==> config.mk <==
export PLATFORM = sky130hd
export DESIGN_NAME = lapc_top
export DESIGN_NICKNAME = d
export VERILOG_FILES = /design/src/lapc_pkg.sv /design/src/lapc_edge_det.sv /design/src/lapc_top.sv
export VERILOG_INCLUDE_DIRS = /design/src
export SDC_FILE = /design/constraint.sdc
export NUM_CORES = 1
export LEC_CHECK = 0
export BUFFER_PORTS_ARGS = -buffer_cell sky130_fd_sc_hd__buf_2
export CAP_MARGIN = 20
export CORE_UTILIZATION = 40
export CTS_CLUSTER_SIZE = 20
export DETAILED_ROUTE_END_ITERATION = 8
export SLEW_MARGIN = 30
export SYNTH_ARGS = -nofsm -noshare
export SYNTH_HDL_FRONTEND = slang
export SYNTH_HIERARCHICAL = 1
export SYNTH_SLANG_ARGS = --single-unit
==> constraint.sdc <==
create_clock -name clk_sys -period 2.35 [get_ports clk_sys]
set_input_delay 0.1175 -clock clk_sys [delete_from_list [all_inputs] [get_ports clk_sys]]
set_output_delay 0.1175 -clock clk_sys [all_outputs]
set_load 0.02 [all_outputs]
==> src/lapc_consts.svh <==
// timing and reset constants of the line activity powerdown control
`ifndef LAPC_CONSTS_SVH
`define LAPC_CONSTS_SVH

`define LAPC_CLK_MHZ 250
`define LAPC_US_PER_S 64'h0000_0000_000F_4240
`define LAPC_INV_US 30
`define LAPC_INV_CYC (`LAPC_INV_US * `LAPC_CLK_MHZ)
`define LAPC_VALID_US 1
`define LAPC_VALID_CYC (`LAPC_VALID_US * `LAPC_CLK_MHZ)
`define LAPC_RAMP_US 100
`define LAPC_RAMP_CYC (`LAPC_RAMP_US * `LAPC_CLK_MHZ)
`define LAPC_INACT_S 30
`define LAPC_INACT_W 36
`define LAPC_INACT_CYC (64'(`LAPC_INACT_S) * 64'(`LAPC_CLK_MHZ) * `LAPC_US_PER_S)
`define LAPC_N_TX 2
`define LAPC_N_RX 2
`define LAPC_RST_INV_N 1'b0
`define LAPC_RST_EXPIRED 1'b0
`define LAPC_RST_PRIMED 1'b0
`define LAPC_PRIMED 1'b1

`endif

==> src/lapc_pkg.sv <==
// types shared by the line activity powerdown control
package lapc_pkg;

  typedef enum logic [1:0] {
    LAPC_PS_DOWN,
    LAPC_PS_RAMP,
    LAPC_PS_ON
  } lapc_pwr_e;

  typedef struct packed {
    logic keep_awake_in;
    logic manual_shutdown_n;
  } lapc_ctrl_s;

  typedef struct packed {
    logic charge_pump_on;
    logic tx_active;
    logic line_invalid_n;
  } lapc_stat_s;

endpackage

==> src/lapc_edge_det.sv <==
// transition detector over a vector of logic and line inputs
`timescale 1ns/10ps
`default_nettype none
`include "lapc_consts.svh"

module lapc_edge_det #(
  parameter int W = 4
) (
  input wire logic clk_sys,
  input wire logic nrst,
  input wire logic [W-1:0] sig_in,
  output logic edge_any
);
  import lapc_pkg::*;

  typedef struct packed {
    logic primed;
    logic [W-1:0] prev;
  } lapc_ed_st_s;

  lapc_ed_st_s st_ff;
  lapc_ed_st_s nxt_st;
  logic [W-1:0] edge_v;

  if (W < 1) begin : g_chk
    $error("lapc_edge_det needs at least one input");
  end

  // per-bit change against last sample
  for (genvar i = 0; i < W; i++) begin : g_bit
    assign edge_v[i] = st_ff.primed & (sig_in[i] ^ st_ff.prev[i]);
  end

  assign edge_any = |edge_v;

  always_comb begin
    nxt_st = st_ff;
    nxt_st.prev = sig_in;
    nxt_st.primed = `LAPC_PRIMED;
  end

  always_ff @(posedge clk_sys) begin
    if (!nrst) begin
      st_ff <= '0;
    end else begin
      st_ff <= nxt_st;
    end
  end

endmodule // lapc_edge_det
`default_nettype wire

==> src/lapc_top.sv <==
// line activity detector and inactivity powerdown control
// Function
// - indicator low after all receivers invalid too long
// - indicator high within 1us of valid level
// - detector runs in every power mode
// - floating grounded inputs count as invalid
// - thirty idle seconds power pump and drivers down
// - any input transition wakes the device
// - auto powerdown only with awake low, shutdown high
// - awake disables auto; shutdown low forces down
// - timer stays expired after any powerdown entry
// - indicator alone never changes power state
// - recovery to working drivers takes about 100us
// - detach with shutdown wiring holds device down
// - powerdown tristates drivers, receivers stay active
// - stay powered thirty seconds after awake falls
`timescale 1ns/10ps
`default_nettype none
`include "lapc_consts.svh"

module lapc_top #(
  parameter int N_TX = `LAPC_N_TX,
  parameter int N_RX = `LAPC_N_RX,
  parameter int INV_CYC = `LAPC_INV_CYC,
  parameter int RAMP_CYC = `LAPC_RAMP_CYC,
  parameter logic [`LAPC_INACT_W-1:0] INACT_CYC =
    `LAPC_INACT_W'(`LAPC_INACT_CYC)
) (
  input wire logic clk_sys,
  input wire logic nrst,
  input wire lapc_pkg::lapc_ctrl_s ctrl,
  input wire logic [N_TX-1:0] tx_in,
  input wire logic [N_RX-1:0] rx_in,
  input wire logic [N_RX-1:0] rx_level_valid,
  output logic [N_TX-1:0] tx_out,
  output logic [N_TX-1:0] tx_oe,
  output logic [N_RX-1:0] rx_out,
  output lapc_pkg::lapc_stat_s stat
);
  import lapc_pkg::*;

  localparam int IW = $clog2(INV_CYC + 1);
  localparam int RW = $clog2(RAMP_CYC + 1);
  localparam int VALID_CYC = `LAPC_VALID_CYC;

  typedef struct packed {
    lapc_pwr_e pstate;
    logic [`LAPC_INACT_W-1:0] inact_cnt;
    logic expired;
    logic [IW-1:0] inv_cnt;
    logic inv_n;
    logic [RW-1:0] ramp_cnt;
    logic ka_prev;
    logic [N_TX-1:0] tx_q;
    logic [N_RX-1:0] rx_q;
  } lapc_top_st_s;

  lapc_top_st_s st_ff;
  lapc_top_st_s nxt_st;
  logic any_edge;
  logic any_valid;
  logic power_req;
  logic ka;
  logic sd_n;

  if (N_TX < 1 || N_RX < 1) begin : g_chk_n
    $error("lapc_top needs at least one driver and one receiver");
  end
  if (INV_CYC < 1 || RAMP_CYC < 1 || INACT_CYC < 2) begin : g_chk_t
    $error("lapc_top timing counts too small");
  end
  if (VALID_CYC < 1) begin : g_chk_v
    $error("lapc_top clock too slow for valid response");
  end

  assign ka = ctrl.keep_awake_in;
  assign sd_n = ctrl.manual_shutdown_n;

  lapc_edge_det #(
    .W(N_TX + N_RX)
  ) u_edge (
    .clk_sys(clk_sys),
    .nrst(nrst),
    .sig_in({tx_in, rx_in}),
    .edge_any(any_edge)
  );

  // grounded floating inputs read as 0 and so invalid
  assign any_valid = |rx_level_valid;

  always_comb begin
    nxt_st = st_ff;
    nxt_st.ka_prev = ka;
    nxt_st.tx_q = tx_in;
    // receivers pass data in every mode
    nxt_st.rx_q = rx_in;

    // line level detector, independent of power state
    if (any_valid) begin
      nxt_st.inv_cnt = '0;
      nxt_st.inv_n = 1'b1;
    end else if (st_ff.inv_cnt != IW'(INV_CYC)) begin
      nxt_st.inv_cnt = IW'(st_ff.inv_cnt + 1'b1);
    end else begin
      nxt_st.inv_n = 1'b0;
    end

    // inactivity timer; indicator is not an input here
    if (!sd_n) begin
      nxt_st.expired = 1'b1;
      nxt_st.inact_cnt = '0;
    end else if (ka || any_edge) begin
      // awake high holds count at zero, so its fall starts a full count
      nxt_st.expired = 1'b0;
      nxt_st.inact_cnt = '0;
    end else if (!st_ff.expired) begin
      if (st_ff.inact_cnt == INACT_CYC - 1'b1) begin
        nxt_st.expired = 1'b1;
        nxt_st.inact_cnt = '0;
      end else begin
        nxt_st.inact_cnt = `LAPC_INACT_W'(st_ff.inact_cnt + 1'b1);
      end
    end
    // expired holds until awake or a transition clears it

    power_req = sd_n & (ka | ~nxt_st.expired);

    unique case (st_ff.pstate)
      LAPC_PS_DOWN: begin
        if (power_req) begin
          nxt_st.pstate = LAPC_PS_RAMP;
          nxt_st.ramp_cnt = '0;
        end
      end
      LAPC_PS_RAMP: begin
        if (!power_req) begin
          nxt_st.pstate = LAPC_PS_DOWN;
        end else if (st_ff.ramp_cnt == RW'(RAMP_CYC - 1)) begin
          nxt_st.pstate = LAPC_PS_ON;
        end else begin
          nxt_st.ramp_cnt = RW'(st_ff.ramp_cnt + 1'b1);
        end
      end
      LAPC_PS_ON: begin
        if (!power_req) begin
          nxt_st.pstate = LAPC_PS_DOWN;
        end
      end
      default: begin
        nxt_st.pstate = LAPC_PS_DOWN;
      end
    endcase
  end

  always_ff @(posedge clk_sys) begin
    if (!nrst) begin
      st_ff.pstate <= LAPC_PS_RAMP;
      st_ff.inact_cnt <= '0;
      st_ff.expired <= `LAPC_RST_EXPIRED;
      st_ff.inv_cnt <= IW'(INV_CYC);
      st_ff.inv_n <= `LAPC_RST_INV_N;
      st_ff.ramp_cnt <= '0;
      st_ff.ka_prev <= 1'b0;
      st_ff.tx_q <= '0;
      st_ff.rx_q <= '0;
    end else begin
      st_ff <= nxt_st;
    end
  end

  // drivers tristate unless powered and recovered
  assign tx_oe = {N_TX{st_ff.pstate == LAPC_PS_ON}};
  assign tx_out = st_ff.tx_q;
  assign rx_out = st_ff.rx_q;
  assign stat.charge_pump_on = (st_ff.pstate != LAPC_PS_DOWN);
  assign stat.tx_active = (st_ff.pstate == LAPC_PS_ON);
  assign stat.line_invalid_n = st_ff.inv_n;

  // helper: run of consecutive all-invalid cycles
  logic [IW:0] hlp_inv_run;
  always_ff @(posedge clk_sys) begin
    if (!nrst) begin
      hlp_inv_run <= '0;
    end else if (any_valid) begin
      hlp_inv_run <= '0;
    end else if (hlp_inv_run != (IW + 1)'(INV_CYC + 1)) begin
      hlp_inv_run <= (IW + 1)'(hlp_inv_run + 1'b1);
    end
  end

  // helper: cycles spent recovering before drivers enable
  logic [RW:0] hlp_ramp_run;
  always_ff @(posedge clk_sys) begin
    if (!nrst) begin
      hlp_ramp_run <= '0;
    end else if (st_ff.pstate == LAPC_PS_DOWN) begin
      hlp_ramp_run <= '0;
    end else if (st_ff.pstate == LAPC_PS_RAMP) begin
      hlp_ramp_run <= (RW + 1)'(hlp_ramp_run + 1'b1);
    end
  end

  a_invalid_after_run: assert property (
    @(posedge clk_sys) disable iff (!nrst)
    $fell(stat.line_invalid_n) |-> (hlp_inv_run > (IW + 1)'(INV_CYC))
  ) else $error("indicator fell before invalid run elapsed");

  a_valid_fast_high: assert property (
    @(posedge clk_sys) disable iff (!nrst)
    any_valid |=> stat.line_invalid_n
  ) else $error("indicator not high after valid level");

  a_detect_in_down: assert property (
    @(posedge clk_sys) disable iff (!nrst)
    (!sd_n && !any_valid) [*2] ##1 !any_valid [*8]
    |-> $stable(stat.line_invalid_n) || !stat.line_invalid_n
  ) else $error("indicator rose without valid level in powerdown");

  a_grounded_no_rise: assert property (
    @(posedge clk_sys) disable iff (!nrst)
    !any_valid |=> !$rose(stat.line_invalid_n)
  ) else $error("indicator rose on grounded inputs");

  a_idle_expiry_down: assert property (
    @(posedge clk_sys) disable iff (!nrst)
    (sd_n && !ka && !any_edge && !st_ff.expired &&
     st_ff.inact_cnt == INACT_CYC - 1'b1)
    |=> !stat.charge_pump_on && tx_oe == '0
  ) else $error("no powerdown at end of idle count");

  a_edge_wakes: assert property (
    @(posedge clk_sys) disable iff (!nrst)
    (any_edge && sd_n) |=> stat.charge_pump_on && st_ff.inact_cnt == '0
  ) else $error("transition did not wake or restart count");

  a_shutdown_forces: assert property (
    @(posedge clk_sys) disable iff (!nrst)
    !sd_n |=> !stat.charge_pump_on && st_ff.expired
  ) else $error("shutdown low did not force powerdown");

  a_awake_holds_on: assert property (
    @(posedge clk_sys) disable iff (!nrst)
    (ka && sd_n) |=> stat.charge_pump_on && !st_ff.expired
  ) else $error("keep awake did not hold power on");

  a_stays_expired: assert property (
    @(posedge clk_sys) disable iff (!nrst)
    (!stat.charge_pump_on && !ka && !any_edge) |=> !stat.charge_pump_on
  ) else $error("left powerdown without wake cause");

  a_invalid_no_power: assert property (
    @(posedge clk_sys) disable iff (!nrst)
    ($changed(stat.line_invalid_n) && sd_n && !ka && !any_edge &&
     $past(sd_n) && !$past(ka) && !$past(any_edge))
    |-> $stable(st_ff.expired) || st_ff.expired
  ) else $error("indicator change moved power state");

  a_ramp_length: assert property (
    @(posedge clk_sys) disable iff (!nrst)
    $rose(stat.tx_active) |-> hlp_ramp_run == (RW + 1)'(RAMP_CYC)
  ) else $error("drivers enabled before recovery time");

  a_down_tristate: assert property (
    @(posedge clk_sys) disable iff (!nrst)
    !stat.charge_pump_on |-> tx_oe == '0 ##1 rx_out == $past(rx_in)
  ) else $error("drivers active or receivers stalled in powerdown");

  a_awake_fall_hold: assert property (
    @(posedge clk_sys) disable iff (!nrst)
    ($fell(ka) && sd_n && $past(sd_n)) |->
    (sd_n -> stat.charge_pump_on) [*8]
  ) else $error("powered down soon after keep awake fell");

endmodule // lapc_top
`default_nettype wire

Word level (Yosys, flattened, before mapping)
Index checks and enable logic that the tools add are counted.

Output and inout bits: 9. Word-level logic and storage cells: 67. Bits in registers: 77.

Add/sub/neg operators: 3. Equal/unequal tests: 11. Mux-type cells: 18. Bitwise gates (word level): 13. Reduce and logical (&&, ||, !) cells: 11.

Operators with widths (count): 15-bit two-way mux (3); 36-bit by 1-bit adder with 36-bit output (second input constant) (1); 36-bit by 33-bit == test with 1-bit output (second input constant) (1); 36-bit two-way mux (1); 15-bit case mux with 2 select lines (1); 15-bit by 1-bit adder with 15-bit output (second input constant) (1); 15-bit == test (second input constant) (1); 14-bit two-way mux (1); 13-bit by 1-bit adder with 13-bit output (second input constant) (1); 13-bit two-way mux (1); 13-bit != test (second input constant) (1); 2-bit != test (second input constant) (5); 2-bit two-way mux (4); 2-bit case mux with 3 select lines (1); 2-bit nonzero test (3); 3-bit OR reduction (2); 1-bit bitwise AND (5); 1-bit two-way mux (5); 5-bit two-way mux (1); 4-bit AND reduction (1); 4-bit OR reduction (1); 1-bit bitwise XOR (4); 3-bit != test (second input constant) (1); 1-bit inverter (3); 7 further kinds (7).

Logic depth before layout (Yosys ltp)
Depth after elaboration: 11. Gate-level depth with buffers: 8. Gate-level depth less buffers: 7.

Modules after synthesis
Netlist, hierarchy kept.

Modules (own cells, without submodules): lapc_top (cells each 418, seq. area each 1441.4 um^2, area an instance 3623.5 um^2, times used 1); lapc_edge_det (cells each 14, seq. area each 100.1 um^2, area an instance 171.4 um^2, times used 1).

Worst setup path before layout
Ideal clock, no wire load.

Kind: reg2reg. Start point: register u_edge/st_ff[2] in the netlist's numbering. End point: register st_ff[13] in the netlist's numbering. Stages on the path, launching flop included: 8. Path slack: 0.134 ns. Arrival time: 2.081 ns. Setup time: 0.135 ns. Path buffers: 1. Path through: dfxtp_1 > xor2_1 > o41a_1 > or4_4 > nor4_4 > or3_2 > buf_6 > o21ai_0.

Cells in the longest elaborated chain, start to end: 11. Elaborated cells on any way between the ends: 12. Classes of those cells: 2 x eq/ne; 2 x mux; 5 x bitwise; 3 x reduce/logical.

Ends and longest elaborated chain: start: declaration (line lapc_edge_det.sv:21) `lapc_ed_st_s st_ff;`; start signal: assignment (line lapc_edge_det.sv:46) `st_ff <= nxt_st;`; 1-bit bitwise XOR (*) (line lapc_edge_det.sv:31) `assign edge_v[i] = st_ff.primed & (sig_in[i] ^ st_ff.prev[i]);`; 1-bit bitwise AND (*) (line lapc_edge_det.sv:31); 4-bit OR reduction (*) (line lapc_edge_det.sv:34) `assign edge_any = |edge_v;`; named net any_edge (line lapc_top.sv:60) `logic any_edge;`; 1-bit logical OR (*) (line lapc_top.sv:112) `end else if (ka || any_edge) begin`; 1-bit two-way mux (*) (line lapc_top.sv:112); 1-bit two-way mux (*) (line lapc_top.sv:109) `if (!sd_n) begin`; 1-bit inverter (*) (line lapc_top.sv:126) `power_req = sd_n & (ka | ~nxt_st.expired);`; 1-bit OR (*) (line lapc_top.sv:126); 1-bit bitwise AND (*) (line lapc_top.sv:126); 2-bit != test (no source line); 4-bit AND reduction (no source line) (*); end signal: assignment (line lapc_top.sv:167) `st_ff <= nxt_st;`; end: declaration (line lapc_top.sv:58) `lapc_top_st_s st_ff;`.

Mark *: on every way through the listed nets, which the timed path passes. The rest lies on a longest branch. A chain may end at the register's enable or synchronous reset.

Worst setup path in the final report
Start point: register u_edge/st_ff[2] in the netlist's numbering. End point: register st_ff[16] in the netlist's numbering.

The elaborated chain is that of the path after synthesis.

==> summary.txt <==
Pwr
  – Max IR drop VDD: 0.3341 mV
  – Leak: 0.001325 µW
  – Power Density: around 560 nW/µm²

Global route
  – Congestion Overflow GR: 0
  – Initial antenna violation count: 0
  – Tot GR Track Use: 0.1733
  – First-pass GRT wire length: 13.79 mm
  – Largest net degree at the start of global routing: 31
  – Vias in the first global route: 2,874

Detailed routing
  – WL/cell: between 10 and 15 µm
  – Post-route ant nets: 0
  – DRC: 0
  – Initial DRC count: 127
  – Vias per cell: 5.404
  – DRT Pass-1 Iters: 4
  – DR vias: roughly 3,100
  – Routed Wire Length: 7.870 mm

Worst setup path
  – Crit end category: register
  – CP max FO: 16
  – Crit path kind: reg -> reg
  – CP Cell Sequence: xor2_1, o41a_1, or4_4, nor4_4, buf_6, a211oi_2, o32ai_2
  – CP startpoint kind: register
  – CP peak stage delay: 0.56 ns
  – Critical Path RT: approximately 2.6 ns
  – Arrival time at the worst endpoint: approximately 2.5 ns
  – CP max stage cell: or4_4

Clock tree
  – Maximum clock path buffer count: 2
  – CTS buffer count: 9
  – CTS tree: built
  – CTS root buf: clkbuf_8
  – Post-CTS Setup Inserts: 0
  – CTS sink cnt: 77
  – Clk pin slew, worst setup/hold paths: 0.08 ns
  – CTS H-tree lvls: 3
  – Clock latency on the worst-skew pair: approximately 0.36 ns

STA
  – Fmax: 0.4461 GHz
  – Slew HR: 0.6820
  – Min Tclk post-route: approximately 2.2 ns
  – Slew @ Worst Pin: between 0.4 and 0.5 ns
  – Fin. Hold Viols: 0
  – Skew final: 0.01836 ns
  – Period Utilization, post-route: 0.9538
  – Worst hold margin: 0.02574 ns
  – Unrepaired setup endpoints after global routing: true
  – # setup viols final: 0
  – Pins Over Slew Limit: 0

Logic synthesis
  – Area contributors post-synth: dfxtp_1, xnor2_1, nor2_1
  – Synth Cell Area: 3795 µm²
  – Synth Warn #: 6
  – Post-synth top area share: 0.4062
  – Synth top cells by count: dfxtp_1, nor2_1, xnor2_1
  – Syn Nets: 446
  – Post-Syn Instances: 432
  – Most frequent cell after synthesis: dfxtp_1
  – Synth async-reset ratio: 0
  – Number of enable flip-flop cells after synthesis: 0
  – Synth cell types: 54
  – Avg Inst Size Synth: about 9 µm²
  – Yosys reg bits: 77
  – Primary FF master, synth: dfxtp_1
  – Synth area leader: dfxtp_1
  – Sequential element share of the synthesized area: 0.4062

Placed design
  – Port bufs: 18
  – GP Congestion: 0.8038
  – Detailed placer's ending HPWL: 5.460 mm
  – Placed cell count: 547
  – Post-DP Area: 3971 µm²

Cells and area
  – Sequential cell area: around 1500 µm²
  – Fin area: 4168 µm²
  – NumNets Final: 463
  – Share of cells above drive strength 1: 0.1322
  – P&R area growth vs syn: 9.825%
  – # diodes: 0
  – Multi-input logic area: 2049 µm²
  – Layout filler cell count: 895
  – Final cell count without fillers: 565

Die
  – Core area: between 9000 and 10,000 µm²
  – Total die area: 9880 µm²
  – Standard-cell rows: 35
  – Ports: 19
  – Initial Utilization: 0.4127
  – Chip Width: between 90 and 100 µm
  – Die extent in y: just under 100 µm

Run status
  – Outcome: finished, final reports clean

Hold path
  – Hold Path Class: in -> reg

Flow run
  – Max_cap viols: 0
==> layout make-up <==
type / count / area share
Multi-Input combinational cell: 314 / 0.4917
Sequential cell: 77 / 0.3699
Timing Repair Buffer: 31 / 0.05013
Clock buffer: 12 / 0.03482
Tap cell: 111 / 0.03332
Inverter: 16 / 0.01441
Clock inverter: 4 / 0.005704
==> layout by cell type (no fill, tap or decap), types with 4 or more instances in the layout <==
cell      netlist  layout
nand4_1        18      18
o311ai_0       11       8
nor2_1         65      65
nand4b_1        6       6
nor3_1         13      13
a21oi_1         6       6
ha_1            4       4
or3_1           5       5
nor4_1          6       6
nand2_1        20      20
dfxtp_1        77      77
o21ai_0        13      12
or4_1           8       8
xnor2_1        29      29
buf_4           8       9
clkbuf_8        0      10
buf_2           7      18
and2_1         12      12
nand3_1        21      21
nand3b_1        5       5
xor2_1         17      17
inv_1          16      16
o41ai_1         4       4
nor4b_1         4       4
==> worst paths after layout <==
path / startpoint / cells past startpoint / slack [ns] / to
max: u_edge/st_ff[2] / 7 / 0.11 / st_ff[16]
min: tx_in[1] / 2 / 0.03 / u_edge/st_ff[3]
max reg2reg: u_edge/st_ff[2] / 7 / 0.11 / st_ff[16]
min reg2reg: stat[0] / 2 / 0.48 / stat[0]
==> registers in the layout, summed over array words and instances, names as in the netlist <==
signal        flops
u_edge/st_ff      5
st_ff            67
stat              1
rx_out            2
tx_out            2
==> metal layers <==
metal / GRT usage / vias to the layer above / wire length (µm)
met4: 0.06561 / 0 / 134
li1: - / 1570 / -
met1: 0.2332 / 1425 / 3882
met2: 0.2671 / 44 / 3597
met3: 0.04427 / 14 / 256
met5: 0 / - / 0
==> power breakdown <==
group,internal [µW],switching [µW],total (µW),leakage [µW]
clock,410,469,878,0.0000901
combinational,52.0,74.1,126,0.000608
sequential,1330,21.4,1350,0.000627
==> per-stage QoR <==
step	utilization	total power, µW	setup WS [ns]	TNS (ns)
finish	0.4532	2354	0.1085	0
global route	0.4532	2471	-0.002377	-0.002377
CTS	0.4524	2392	0.09298	0
detailed placement	0.4318	1501	0.1123	0
global placement	0.4318	1498	0.1665	0
floorplan	-	1467	0.1340	0
==> kinds of logic (layout without fill, tap and decap cells) <==
logic type / Yosys count / count (layout) / synth area share
adders and majority gates: 4 / 4 / 0.01319
AOI/OAI and AO/OA: 50 / 50 / 0.09594
xor gates and xnor gates: 46 / 46 / 0.1062
muxes: 2 / 2 / 0.005276
buffers and inverters: 41 / 63 / 0.05473
and+or+nand+nor: 212 / 212 / 0.3185
DFF: 77 / 77 / 0.4062
==> critical path: cells and delay by family (launching register included) <==
kind	cells	cell delay (ns)
compound gates	3	0.70
xor+xnor	1	0.15
buf+inv	1	0.21
flops	1	0.31
simple gates	2	0.77
==> timing repair <==
action                                  in CTS  in global routing
hold buffers                                 2                  0
hold endpoints to repair                     2                  0
endpoints found under the setup margin       0                  7
resized for setup                            0                  6
Power figures use the tool's default switching activity.
